$ cat src/ifeb_regs.vh
// Purpose: register map and field positions of the interrupt flag/enable bank
// Assumes: classic wishbone, 32-bit data, word aligned offsets
// Notes:   flags sit in bits 7..4 of each control register, enables in bits 3..0
`ifndef IFEB_REGS_VH
`define IFEB_REGS_VH

// register byte offsets
`define IFEB_OFF_CMP_ADC_T0      4'h0
`define IFEB_OFF_EE_TMR_LV       4'h4
`define IFEB_OFF_TW_PULSE        4'h8
`define IFEB_OFF_GLOBAL          4'hC
`define IFEB_OFF_STATUS          5'h10
`define IFEB_OFF_MASK            5'h14
`define IFEB_ADDR_W              5

// control register reset value
`define IFEB_CTRL_RST            8'h00

// flag and enable nibbles
`define IFEB_FLAG_HI             7
`define IFEB_FLAG_LO             4
`define IFEB_EN_HI               3
`define IFEB_EN_LO               0

// bit positions inside the first register
`define IFEB_B_CMP3_FLAG         7
`define IFEB_B_CMP2_FLAG         6
`define IFEB_B_ADC_FLAG          5
`define IFEB_B_T0_FLAG           4
`define IFEB_B_CMP3_EN           3
`define IFEB_B_CMP2_EN           2
`define IFEB_B_ADC_EN            1
`define IFEB_B_T0_EN             0

// bit positions inside the second register
`define IFEB_B_EE_FLAG           7
`define IFEB_B_T2_FLAG           6
`define IFEB_B_T1_FLAG           5
`define IFEB_B_LV_FLAG           4
`define IFEB_B_EE_EN             3
`define IFEB_B_T2_EN             2
`define IFEB_B_T1_EN             1
`define IFEB_B_LV_EN             0

// global register and event status bits
`define IFEB_B_GIE               0
`define IFEB_EV_SERVICE          0
`define IFEB_EV_PENDING_MASKED   1
`define IFEB_EV_W                2

`endif

$ cat src/ifeb_ctrl_reg.v
// Purpose: one 8-bit control register, four request flags above four enables
// Assumes: single clock, synchronous active high reset
// Notes:   hardware set beats software write, service clear acts on flags only
`timescale 1ns/1ps
`default_nettype none
`include "ifeb_regs.vh"

module ifeb_ctrl_reg
(
    input  wire       clk_i,
    input  wire       rst_i,
    input  wire       wr_i,
    input  wire [7:0] wdata_i,
    input  wire [3:0] set_i,
    input  wire [3:0] svc_clr_i,
    output wire [7:0] value_o,
    output wire [3:0] req_o
);

    reg  [7:0] reg_ff;
    reg  [7:0] nxt_reg;

    // next value: software write, then service clear, then hardware set
    always @*
    begin
        nxt_reg = reg_ff;
        if (wr_i)
        begin
            nxt_reg = wdata_i;
        end
        nxt_reg[`IFEB_FLAG_HI:`IFEB_FLAG_LO] = nxt_reg[`IFEB_FLAG_HI:`IFEB_FLAG_LO]
                                               & ~svc_clr_i;
        nxt_reg[`IFEB_FLAG_HI:`IFEB_FLAG_LO] = nxt_reg[`IFEB_FLAG_HI:`IFEB_FLAG_LO]
                                               | set_i;
    end

    // storage, cleared at reset
    always @(posedge clk_i)
    begin
        if (rst_i)
        begin
            reg_ff <= `IFEB_CTRL_RST;
        end
        else
        begin
            reg_ff <= nxt_reg;
        end
    end

    // a flag requests only when its own enable is set
    assign value_o = reg_ff;
    assign req_o   = reg_ff[`IFEB_FLAG_HI:`IFEB_FLAG_LO]
                     & reg_ff[`IFEB_EN_HI:`IFEB_EN_LO];

endmodule
`default_nettype wire

$ cat src/ifeb_bank.v
// Purpose: interrupt request flags and enables for twelve peripheral sources
// Assumes: classic wishbone slave, one clock, synchronous active high reset
// Notes:   picks the highest priority pending source and hands it to the core
`timescale 1ns/1ps
`default_nettype none
`include "ifeb_regs.vh"

// Functional notes
// - eeprom request flag is bit 7 of second register, 1 means pending.
// - low voltage request flag is bit 4 of second register.
// - low voltage enable is bit 0 of second register.
// - conversion done enable is bit 1 of first register.
// - timer zero enable is bit 0 of first register.
// - timer two enable is bit 2 of second register.
// - timer one enable is bit 1 of second register.
// - a set flag interrupts only when its enable is 1, else stays recorded.
// - global enable low blocks all; servicing clears global enable automatically; here it blocks core_irq_o only, irq_o can still fire.
module ifeb_bank
(
    input  wire        clk_i,
    input  wire        rst_i,
    // wishbone slave
    input  wire        wb_cyc_i,
    input  wire        wb_stb_i,
    input  wire        wb_we_i,
    input  wire [4:0]  wb_adr_i,
    input  wire [3:0]  wb_sel_i,
    input  wire [31:0] wb_dat_i,
    output wire [31:0] wb_dat_o,
    output wire        wb_ack_o,
    // peripheral event pulses
    input  wire        comparator_three_evt_i,
    input  wire        comparator_two_evt_i,
    input  wire        conversion_done_evt_i,
    input  wire        timer_zero_evt_i,
    input  wire        eeprom_evt_i,
    input  wire        timer_two_evt_i,
    input  wire        timer_one_evt_i,
    input  wire        low_voltage_detector_evt_i,
    input  wire        twowire_evt_i,
    input  wire        pulse_retrigger_evt_i,
    input  wire        pulse_autocount_evt_i,
    input  wire        pulse_timer_evt_i,
    // core service handshake
    input  wire        core_take_i,
    output wire        core_irq_o,
    output wire [3:0]  core_src_o,
    output wire        irq_o
);

    ////////////////////////////////////////////////////////////////////////////
    // bus decode

    reg  [31:0] dat_ff;
    reg         ack_ff;
    reg         global_irq_enable_ff;
    reg  [1:0]  status_ff;
    reg  [1:0]  mask_ff;
    reg         irq_ff;
    reg         core_irq_ff;
    reg  [3:0]  core_src_ff;
    reg  [3:0]  nxt_src;
    reg         nxt_any;
    reg  [31:0] nxt_dat;
    reg  [1:0]  nxt_status;
    reg  [11:0] svc_vec;

    wire        bus_req;
    wire        wr_hit;
    wire        lane0_wr;
    wire        wr_c1;
    wire        wr_c2;
    wire        wr_c3;
    wire        take_ok;
    wire [7:0]  c1_val;
    wire [7:0]  c2_val;
    wire [7:0]  c3_val;
    wire [3:0]  c1_req;
    wire [3:0]  c2_req;
    wire [3:0]  c3_req;
    wire [11:0] req_all;

    // a request is answered once, ack drops the cycle after
    assign bus_req  = wb_cyc_i & wb_stb_i & ~ack_ff;
    assign wr_hit   = bus_req & wb_we_i;
    assign lane0_wr = wr_hit & wb_sel_i[0];
    assign wr_c1    = lane0_wr & (wb_adr_i == {1'b0, `IFEB_OFF_CMP_ADC_T0});
    assign wr_c2    = lane0_wr & (wb_adr_i == {1'b0, `IFEB_OFF_EE_TMR_LV});
    assign wr_c3    = lane0_wr & (wb_adr_i == {1'b0, `IFEB_OFF_TW_PULSE});

    ////////////////////////////////////////////////////////////////////////////
    // priority: lower index wins, order follows the vector table

    function [3:0] first_set;
        input [11:0] v;
        integer      k;
        begin
            first_set = 4'hF;
            for (k = 11; k >= 0; k = k - 1)
            begin
                if (v[k])
                begin
                    first_set = k[3:0];
                end
            end
        end
    endfunction

    // core takes the vector only while a request is presented
    assign take_ok = core_take_i & core_irq_ff;

    // one-hot service clear for the selected source
    always @*
    begin
        svc_vec = 12'h000;
        if (take_ok)
        begin
            svc_vec[core_src_ff] = 1'b1;
        end
    end

    ////////////////////////////////////////////////////////////////////////////
    // control registers: flags bits 7..4, enables bits 3..0

    // first: cmp3, cmp2, adc, timer0 (enables adc bit1, timer0 bit0)
    ifeb_ctrl_reg u_cmp_adc_t0
    (
        .clk_i     (clk_i),
        .rst_i     (rst_i),
        .wr_i      (wr_c1),
        .wdata_i   (wb_dat_i[7:0]),
        .set_i     ({comparator_three_evt_i, comparator_two_evt_i,
                     conversion_done_evt_i, timer_zero_evt_i}),
        .svc_clr_i ({svc_vec[3], svc_vec[2], svc_vec[1], svc_vec[0]}),
        .value_o   (c1_val),
        .req_o     (c1_req)
    );

    // second: eeprom timer2, timer1, low voltage enables
    ifeb_ctrl_reg u_ee_tmr_lv
    (
        .clk_i     (clk_i),
        .rst_i     (rst_i),
        .wr_i      (wr_c2),
        .wdata_i   (wb_dat_i[7:0]),
        .set_i     ({eeprom_evt_i, timer_two_evt_i,
                     timer_one_evt_i, low_voltage_detector_evt_i}),
        .svc_clr_i ({svc_vec[7], svc_vec[6], svc_vec[5], svc_vec[4]}),
        .value_o   (c2_val),
        .req_o     (c2_req)
    );

    // third: twowire, pulse retrigger, autocount, timer
    ifeb_ctrl_reg u_tw_pulse
    (
        .clk_i     (clk_i),
        .rst_i     (rst_i),
        .wr_i      (wr_c3),
        .wdata_i   (wb_dat_i[7:0]),
        .set_i     ({twowire_evt_i, pulse_retrigger_evt_i,
                     pulse_autocount_evt_i, pulse_timer_evt_i}),
        .svc_clr_i ({svc_vec[11], svc_vec[10], svc_vec[9], svc_vec[8]}),
        .value_o   (c3_val),
        .req_o     (c3_req)
    );

    // sources in vector order: t0, adc, cmp2, cmp3, lv, t1, t2, ee, ptm, pac, prn, tw
    assign req_all = {c3_req[3], c3_req[2], c3_req[1], c3_req[0],
                      c2_req[3], c2_req[2], c2_req[1], c2_req[0],
                      c1_req[3], c1_req[2], c1_req[1], c1_req[0]};

    ////////////////////////////////////////////////////////////////////////////
    // request presented to core, gated by global enable

    always @*
    begin
        nxt_src = first_set(req_all);
        nxt_any = global_irq_enable_ff & (|req_all) & ~take_ok;
    end

    always @(posedge clk_i)
    begin
        if (rst_i)
        begin
            core_irq_ff <= 1'b0;
            core_src_ff <= 4'h0;
        end
        else
        begin
            core_irq_ff <= nxt_any;
            core_src_ff <= nxt_src;
        end
    end

    // global enable: software write, auto clear on service wins
    always @(posedge clk_i)
    begin
        if (rst_i)
        begin
            global_irq_enable_ff <= 1'b0;
        end
        else if (take_ok)
        begin
            global_irq_enable_ff <= 1'b0;
        end
        else if (lane0_wr & (wb_adr_i == {1'b0, `IFEB_OFF_GLOBAL}))
        begin
            global_irq_enable_ff <= wb_dat_i[`IFEB_B_GIE];
        end
    end

    ////////////////////////////////////////////////////////////////////////////
    // event status (write one clears, set wins), mask and interrupt line

    always @*
    begin
        nxt_status = status_ff;
        if (lane0_wr & (wb_adr_i == `IFEB_OFF_STATUS))
        begin
            nxt_status = nxt_status & ~wb_dat_i[1:0];
        end
        if (take_ok)
        begin
            nxt_status[`IFEB_EV_SERVICE] = 1'b1;
        end
        if ((|req_all) & ~global_irq_enable_ff)
        begin
            nxt_status[`IFEB_EV_PENDING_MASKED] = 1'b1;
        end
    end

    always @(posedge clk_i)
    begin
        if (rst_i)
        begin
            status_ff <= 2'h0;
            mask_ff   <= 2'h0;
            irq_ff    <= 1'b0;
        end
        else
        begin
            status_ff <= nxt_status;
            if (lane0_wr & (wb_adr_i == `IFEB_OFF_MASK))
            begin
                mask_ff <= wb_dat_i[1:0];
            end
            irq_ff <= |(nxt_status & mask_ff);
        end
    end

    ////////////////////////////////////////////////////////////////////////////
    // read mux and acknowledge

    always @*
    begin
        case (wb_adr_i)
            {1'b0, `IFEB_OFF_CMP_ADC_T0}: nxt_dat = {24'h000000, c1_val};
            {1'b0, `IFEB_OFF_EE_TMR_LV}:  nxt_dat = {24'h000000, c2_val};
            {1'b0, `IFEB_OFF_TW_PULSE}:   nxt_dat = {24'h000000, c3_val};
            {1'b0, `IFEB_OFF_GLOBAL}:     nxt_dat = {31'h00000000, global_irq_enable_ff};
            `IFEB_OFF_STATUS:             nxt_dat = {30'h00000000, status_ff};
            `IFEB_OFF_MASK:               nxt_dat = {30'h00000000, mask_ff};
            default:                      nxt_dat = 32'h00000000;
        endcase
    end

    always @(posedge clk_i)
    begin
        if (rst_i)
        begin
            ack_ff <= 1'b0;
            dat_ff <= 32'h00000000;
        end
        else
        begin
            ack_ff <= bus_req;
            dat_ff <= nxt_dat;
        end
    end

    assign wb_ack_o   = ack_ff;
    assign wb_dat_o   = dat_ff;
    assign core_irq_o = core_irq_ff;
    assign core_src_o = core_src_ff;
    assign irq_o      = irq_ff;

endmodule
`default_nettype wire

$ cat config.mk
export PLATFORM = sky130hd
export DESIGN_NAME = ifeb_bank
export DESIGN_NICKNAME = d
export VERILOG_FILES = /design/src/ifeb_ctrl_reg.v /design/src/ifeb_bank.v
export VERILOG_INCLUDE_DIRS = /design/src
export SDC_FILE = /design/constraint.sdc
export NUM_CORES = 1
export LEC_CHECK = 0
export ABC_CLOCK_PERIOD_IN_PS = 5000
export BUFFER_PORTS_ARGS = -buffer_cell sky130_fd_sc_hd__buf_2
export CORE_ASPECT_RATIO = 0.7
export CORE_MARGIN = 4
export CORE_UTILIZATION = 51
export CTS_CLUSTER_DIAMETER = 80
export DETAILED_ROUTE_END_ITERATION = 8
export PLACE_DENSITY_LB_ADDON = 0.1
export SKIP_LAST_GASP = 1
export SYNTH_ARGS = -nofsm -noshare
export SYNTH_HDL_FRONTEND = slang
export SYNTH_SLANG_ARGS = --single-unit
$ cat constraint.sdc
create_clock -name clk_i -period 5 [get_ports clk_i]
set_input_delay 0.25 -clock clk_i [delete_from_list [all_inputs] [get_ports clk_i]]
set_output_delay 0.25 -clock clk_i [all_outputs]
set_load 0.05 [all_outputs]
==> results of run 1 <==
-- cells by family (layout without fill, tap and decap cells) --
group / Yosys count / after routing / share of synthesized area
DFF: 44 / 44 / 0.394
AOI/OAI and AO/OA: 44 / 44 / 0.120
other: 1 / 24 / 0.00168
and+or+nand+nor: 96 / 96 / 0.206
buffers and inverters: 35 / 58 / 0.104
muxes: 37 / 37 / 0.174
-- how the worst min path moves through the flow --
stage | from | end | slack (ns) | cells after the start
6_report | timer_two_evt_i | u_ee_tmr_lv.value_o[6] | 0.15 | 3
5_1_grt | twowire_evt_i | u_tw_pulse.value_o[7] | 0.16 | 3
4_1_cts | eeprom_evt_i | u_ee_tmr_lv.value_o[7] | 0.15 | 3
3_5_place_dp | eeprom_evt_i | u_ee_tmr_lv.value_o[7] | 0.46 | 3
3_3_place_gp | eeprom_evt_i | u_ee_tmr_lv.value_o[7] | 0.45 | 3
2_1_floorplan | rst_i | status_ff[1] | 0.33 | 1
-- state kept, by name, summed over array words and instances (netlist names) --
signal,count
mask_ff,2
core_src_o,4
wb_dat_o,8
irq_o,1
u_tw_pulse.value_o,8
global_irq_enable_ff,1
u_cmp_adc_t0.value_o,8
status_ff,2
u_ee_tmr_lv.value_o,8
core_irq_o,1
wb_ack_o,1
-- routing by layer --
layer / vias to the layer above / GRT usage / wire [um]
li1: 942 / - / -
met1: 853 / 0.286 / 2640
met2: 80 / 0.257 / 2090
met3: 5 / 0.0703 / 500
met4: 0 / 0.0651 / 52
met5: - / 0 / 0
-- cell usage after synthesis (all sizes together) (2+ instances only) --
cell	instances
mux2	15
dfxtp	44
o31ai	2
or2	2
a31oi	2
a21oi	25
nor2	46
nand2	21
mux2i	22
a22oi	8
nor4	3
inv	3
and3	2
buf	30
and4	2
nor2b	4
o21ai	2
nand3	7
nor3b	2
nor3	3
clkbuf	2
-- layout make-up --
class / count / area share
repair buffers: 47 / 0.0950
multi-input cells: 201 / 0.486
flip-flops and latches: 44 / 0.352
well taps: 52 / 0.0260
clock buffers: 8 / 0.0360
inverters: 3 / 0.00450
-- cells in the final DEF (no fill, tap or decap) --
cell type | Yosys | final
mux2_2 | 15 | 15
a221oi_1 | 1 | 1
a31o_2 | 1 | 1
buf_2 | 2 | 46
nor2b_1 | 4 | 4
nor3_1 | 3 | 3
nand3_1 | 7 | 7
clkbuf_8 | 0 | 6
o31ai_1 | 2 | 2
a22oi_1 | 8 | 8
or3_1 | 1 | 1
nor4_4 | 2 | 2
dfxtp_1 | 44 | 44
a31oi_1 | 2 | 2
nand2_1 | 21 | 21
a32o_1 | 1 | 1
nor4_1 | 1 | 1
buf_4 | 24 | 1
inv_1 | 3 | 3
mux2i_1 | 22 | 22
nand3b_1 | 1 | 1
o21ai_0 | 2 | 2
a22o_1 | 1 | 1
nand2b_1 | 1 | 1
conb_1 | 1 | 24
or2_2 | 2 | 2
nor3b_1 | 2 | 2
and3_1 | 2 | 2
nor2_1 | 46 | 46
a21oi_1 | 25 | 25
and4_1 | 2 | 2
o311a_1 | 1 | 1
nor4b_2 | 0 | 1
clkbuf_1 | 2 | 2
-- tightest hold or removal path, stage by stage --
cell,delay (ns)
buf_2,0.08
a21oi_1,0.03
nor2_1,0.06
-- per-stage QoR --
stage	hold slack [ns]	utilization
after global routing	0.162	0.615
after CTS	0.154	0.615
after global placement	0.454	0.593
after floorplan	0.331	-
after detailed placement	0.464	0.593
final	0.153	0.615
-- power groups by stage --
stage	logic [mW]	clock network (mW)	registers (mW)
after CTS	0.107	0.232	0.370
after global routing	0.115	0.245	0.372
after detailed placement	0.106	0	0.379
after floorplan	0.0886	0	0.383
after global placement	0.106	0	0.378
final	0.107	0.229	0.371
==> flow_summary.toml, run 1 <==
[run_status]
status = "completed"

[final_layout]
final_area_sq_um = 2500
final_cells = 355
area.sequential_sq_um = 881
drive_above_1_share = 0.244
fin_nets = 361
syn_to_final_growth_pct = 11.9
fillers = 384
multi_input_area_sq_um = 1220
antennaDiodeCount = 0

[critical_path]
max_stage_delay_ns = 0.83
cp_num_buf_inv = 0
r2r_start = "wb_ack_o"
cp_max_fo = 8
worstSetupStartpointType = "flip-flop"
critPathRequiredTime_ns = 5.17
rr_endpoint = "u_ee_tmr_lv.value_o[4]"
arrival_ns = 2.37
endpoint = "u_ee_tmr_lv.value_o[4]"
cp-startpoint = "wb_ack_o"
cp.depth = 5
rr_worst_depth = 5
reg2reg_slack_ns = 2.79
endpoint_kind = "flip-flop"
worstSetupPathType = "flip-flop to flip-flop"
crit_chain = "nand3b_1 > nor4_4 > mux2_2 > a21oi_1 > nor2_1"
cpMaxStageDelayCell = "nor4_4"
crit_family = "simple AND/OR/NAND/NOR gates"

[clocking]
cts-buffers-inserted = 5
cts_tree = "done"
h-tree-depth = 2
clkSinkCount = 44
cts_setup_buffers = 0
clk_latency_ns = 0.30
cts-root-buf = "clkbuf_8"
cts-resized-gates = 0
hold_buffers = 0
clkSlewWorstSetupHoldPaths_ns = 0.08
cts_buffer_depth = 2

[detailed_routing]
drt-total-wl_mm = 5.29
wire_per_inst_um = 14.9
first_pass_iters = 5
ant_nets = 0
remaining_drc_errors = 0
drt_iter0_drc = 132
vias_per_cell = 5.30
vias = 1880

[synthesis]
yosysSeqAreaShare = 0.394
synth_cell_types = 35
synth.top_cell.area_share = 0.394
async_flop_share = 0
synth.avg_cell_area_sq_um = 8.70
synth_flop_cell = "dfxtp_1"
synthCells = 257
yosysTopAreaCell = "dfxtp_1"
synth-seq-cells = 44
ys_top_cells_by_area = "dfxtp_1 39%, mux2i_1 9.8%, buf_4 8.1%, nor2_1 7.7%, mux2_2 7.6%"
synth_edf_count = 0
synth_area_sq_um = 2240
ys_warn_count = 0

[timing]
finClkSkew_ns = 0.00339
setup_viol = 0
timing.fmax_mhz = 453
setup_slack_ns = 2.79
relSlewSlack = 0.459
finalHoldViolCount = 0
worst_slew_pin_slew_ns = 0.805
fin_setup_tns_ns = 0
rsz0062_at_grt = "false"
min_period_over_period = 0.441
finalMaxSlewViolations = 0
period_minus_slack_ns = 2.21

[floorplan]
rows = 19
die_h_um = 63.4
die_w_um = 87.1
core-area_sq_um = 4070
io_pins = 98
dieArea_sq_um = 5520
start_util = 0.550

[place]
place_area_sq_um = 2410
io_buffers = 46
pre_cts_slack_ns = 2.63
gp_congestion = 0.801
place_inst = 347
hpwl_mm = 3.93

[power_and_ir_drop]
power_frac_seq = 0.524
p_leak_nw = 1.08
power.density_nw_per_um2 = 283
pwr-share-clk = 0.324
swShare = 0.294
comb_power_share = 0.152
p_total_uw = 707
switchingPower_uw = 208
peakVddDrop_mv = 0.157
p_int_uw = 499

[grt]
grt_pass1_wl_mm = 8.27
grt_max_degree = 35
track_usage = 0.194
grt_pass1_vias = 1670
antenna_found_initial = 0
gr-total-overflow = 0

[worst_hold_path]
hp-class = "input port to flip-flop"

[run]
drv_cap = 0
Note: power is estimated with default switching activity, not from simulation.
==> run 2: changes to the inputs <==
- ABC_AREA: not set -> 1
- ABC_CLOCK_PERIOD_IN_PS: 5000 -> 2100
- CORE_UTILIZATION: 51 -> 48
- clock period: 5 -> 2.1 ns (I/O delays scaled with it)
==> flow_summary.toml, run 2 <==
[synthesis]
synthTopCellsByCount = "74 x nand2_1, 44 x dfxtp_1, 42 x inv_1"
synthCells = 329
yosysSeqAreaShare = 0.375
synth_flop_cell = "dfxtp_1"
synth_area_sq_um = 2350
yosysTopAreaCell = "dfxtp_1"
synth_cell_types = 32
ys_warn_count = 0
synth.top_cell.area_share = 0.375
synth_edf_count = 0
synth-seq-cells = 44
yosysMostFrequentCell = "nand2_1"
ys_top_cells_by_area = "dfxtp_1 38%, nand2_1 12%, buf_4 7.7%, inv_1 6.7%, nor2_1 5.8%"
async_flop_share = 0
synth.avg_cell_area_sq_um = 7.14

[timing]
rsz0062_at_grt = "false"
finalHoldViolCount = 0
fin_setup_tns_ns = 0
setup_viol = 0
finalMaxSlewViolations = 0
period_minus_slack_ns = 1.56
timing.fmax_mhz = 642
finClkSkew_ns = 0.00554
relSlewSlack = 0.590
fin_hold_ws_ns = 0.0194
min_period_over_period = 0.742
worst_slew_pin_slew_ns = 0.614

[clocking]
cts_buffer_depth = 2
cts-root-buf = "clkbuf_8"
clk_latency_ns = 0.30
clkSinkCount = 44
h-tree-depth = 2
cts-buffers-inserted = 5
cts-resized-gates = 0
cts_setup_buffers = 0
clkSlewWorstSetupHoldPaths_ns = 0.08
cts_tree = "done"
hold_buffers = 0

[power_and_ir_drop]
p_leak_nw = 1.33
peakVddDrop_mv = 0.327
power.density_nw_per_um2 = 630

[final_layout]
drive_above_1_share = 0.213
fillers = 450
fin_nets = 435
final_cell_mix = "74 x nand2_1, 46 x buf_2, 44 x dfxtp_1"
syn_to_final_growth_pct = 11.0
area.sequential_sq_um = 881
multi_input_area_sq_um = 1140
antennaDiodeCount = 0
final_common_cell = "nand2_1"

[detailed_routing]
vias = 2092
wire_per_inst_um = 13.0
remaining_drc_errors = 0
drt_iter0_drc = 191
drt-total-wl_mm = 5.73
vias_per_cell = 4.73
ant_nets = 0
first_pass_iters = 5

[run]
drv_cap = 0

[grt]
grt_pass1_wl_mm = 8.96
track_usage = 0.193
grt_pass1_vias = 1794
antenna_found_initial = 0
grt_max_degree = 23
gr-total-overflow = 0

[place]
gp_congestion = 0.920
hpwl_mm = 4.45
io_buffers = 46

[critical_path]
cp_max_fo = 12
endpoint_kind = "flip-flop"
critPathRequiredTime_ns = 2.29
worstSetupStartpointType = "flip-flop"
arrival_ns = 1.75
worstSetupPathType = "flip-flop to flip-flop"

[floorplan]
core-area_sq_um = 4530
io_pins = 98
die_w_um = 91.6
rows = 20
start_util = 0.519
dieArea_sq_um = 6090
die_h_um = 66.5

[run_status]
status = "completed"

[worst_hold_path]
hp-class = "input port to flip-flop"
-- run 2: cell types whose count changed in the layout (fill, tap and decap cells not counted), moves of 8 or more --
cell / change
o21ai_0: +12
nand2_1: +53
nor2_1: -10
mux2_2: -15
a22oi_1: -8
mux2i_1: -22
inv_1: +39
-- run 2: per-stage QoR --
stage,instances,power [mW],setup slack [ns],utilization,instance area (sq um)
3_3_place_gp,435,1.16,0.589,0.559,2530
6_report,442,1.64,0.542,0.576,2610
5_1_grt,442,1.72,0.421,0.576,2610
3_5_place_dp,435,1.16,0.551,0.559,2530
4_1_cts,442,1.65,0.530,0.576,2610
2_1_floorplan,352,1.13,0.551,-,2430
-- run 2: worst max-delay path, stage by stage (launching register included) --
cell and delay (ns):
dfxtp_1 0.33, inv_1 0.04, nand3_1 0.18, nor2_8 0.09
nand2_2 0.29, clkinv_1 0.25, o21ai_0 0.21, a21oi_1 0.05
-- run 2: layout make-up --
cell class              instances  share of cell area
inverters                      47              0.0705
repair buffers                 47              0.0912
well taps                      66              0.0317
clock inverters                 1             0.00192
flip-flops and latches         44               0.338
multi-input cells             231               0.439
clock buffers                   6              0.0278
-- run 2: path summary, 6_finish.rpt --
kind | cells past startpoint | end | start | slack, ns
max | 7 | u_ee_tmr_lv.value_o[1] | wb_ack_o | 0.54
min reg2reg | 2 | core_irq_o | global_irq_enable_ff | 0.46
min | 3 | u_cmp_adc_t0.value_o[7] | comparator_three_evt_i | 0.02
max reg2reg | 7 | u_ee_tmr_lv.value_o[1] | wb_ack_o | 0.54
-- run 2: layer usage --
| layer | vias to the layer above | track usage | share of wire |
|---|---|---|---|
| met3 | 7 | 0.0485 | 0.10 |
| met2 | 85 | 0.252 | 0.39 |
| met1 | 916 | 0.296 | 0.49 |
| li1 | 1084 | - | - |
| met5 | - | 0 | 0 |
| met4 | 0 | 0.0677 | 0.013 |
-- run 2: where the power goes --
part           internal (mW)  total [mW]  leakage (nW)  switching, mW
sequential             0.857       0.875         0.360         0.0180
clock                  0.226       0.503        0.0410          0.277
combinational         0.0610       0.265         0.933          0.204
total                   1.14        1.64          1.33          0.499
-- run 2: logic make-up after synthesis --
family	share of synthesized area
DFF	0.375
and+or+nand+nor	0.298
other	0.00160
AOI/OAI and AO/OA	0.151
buffers and inverters	0.174
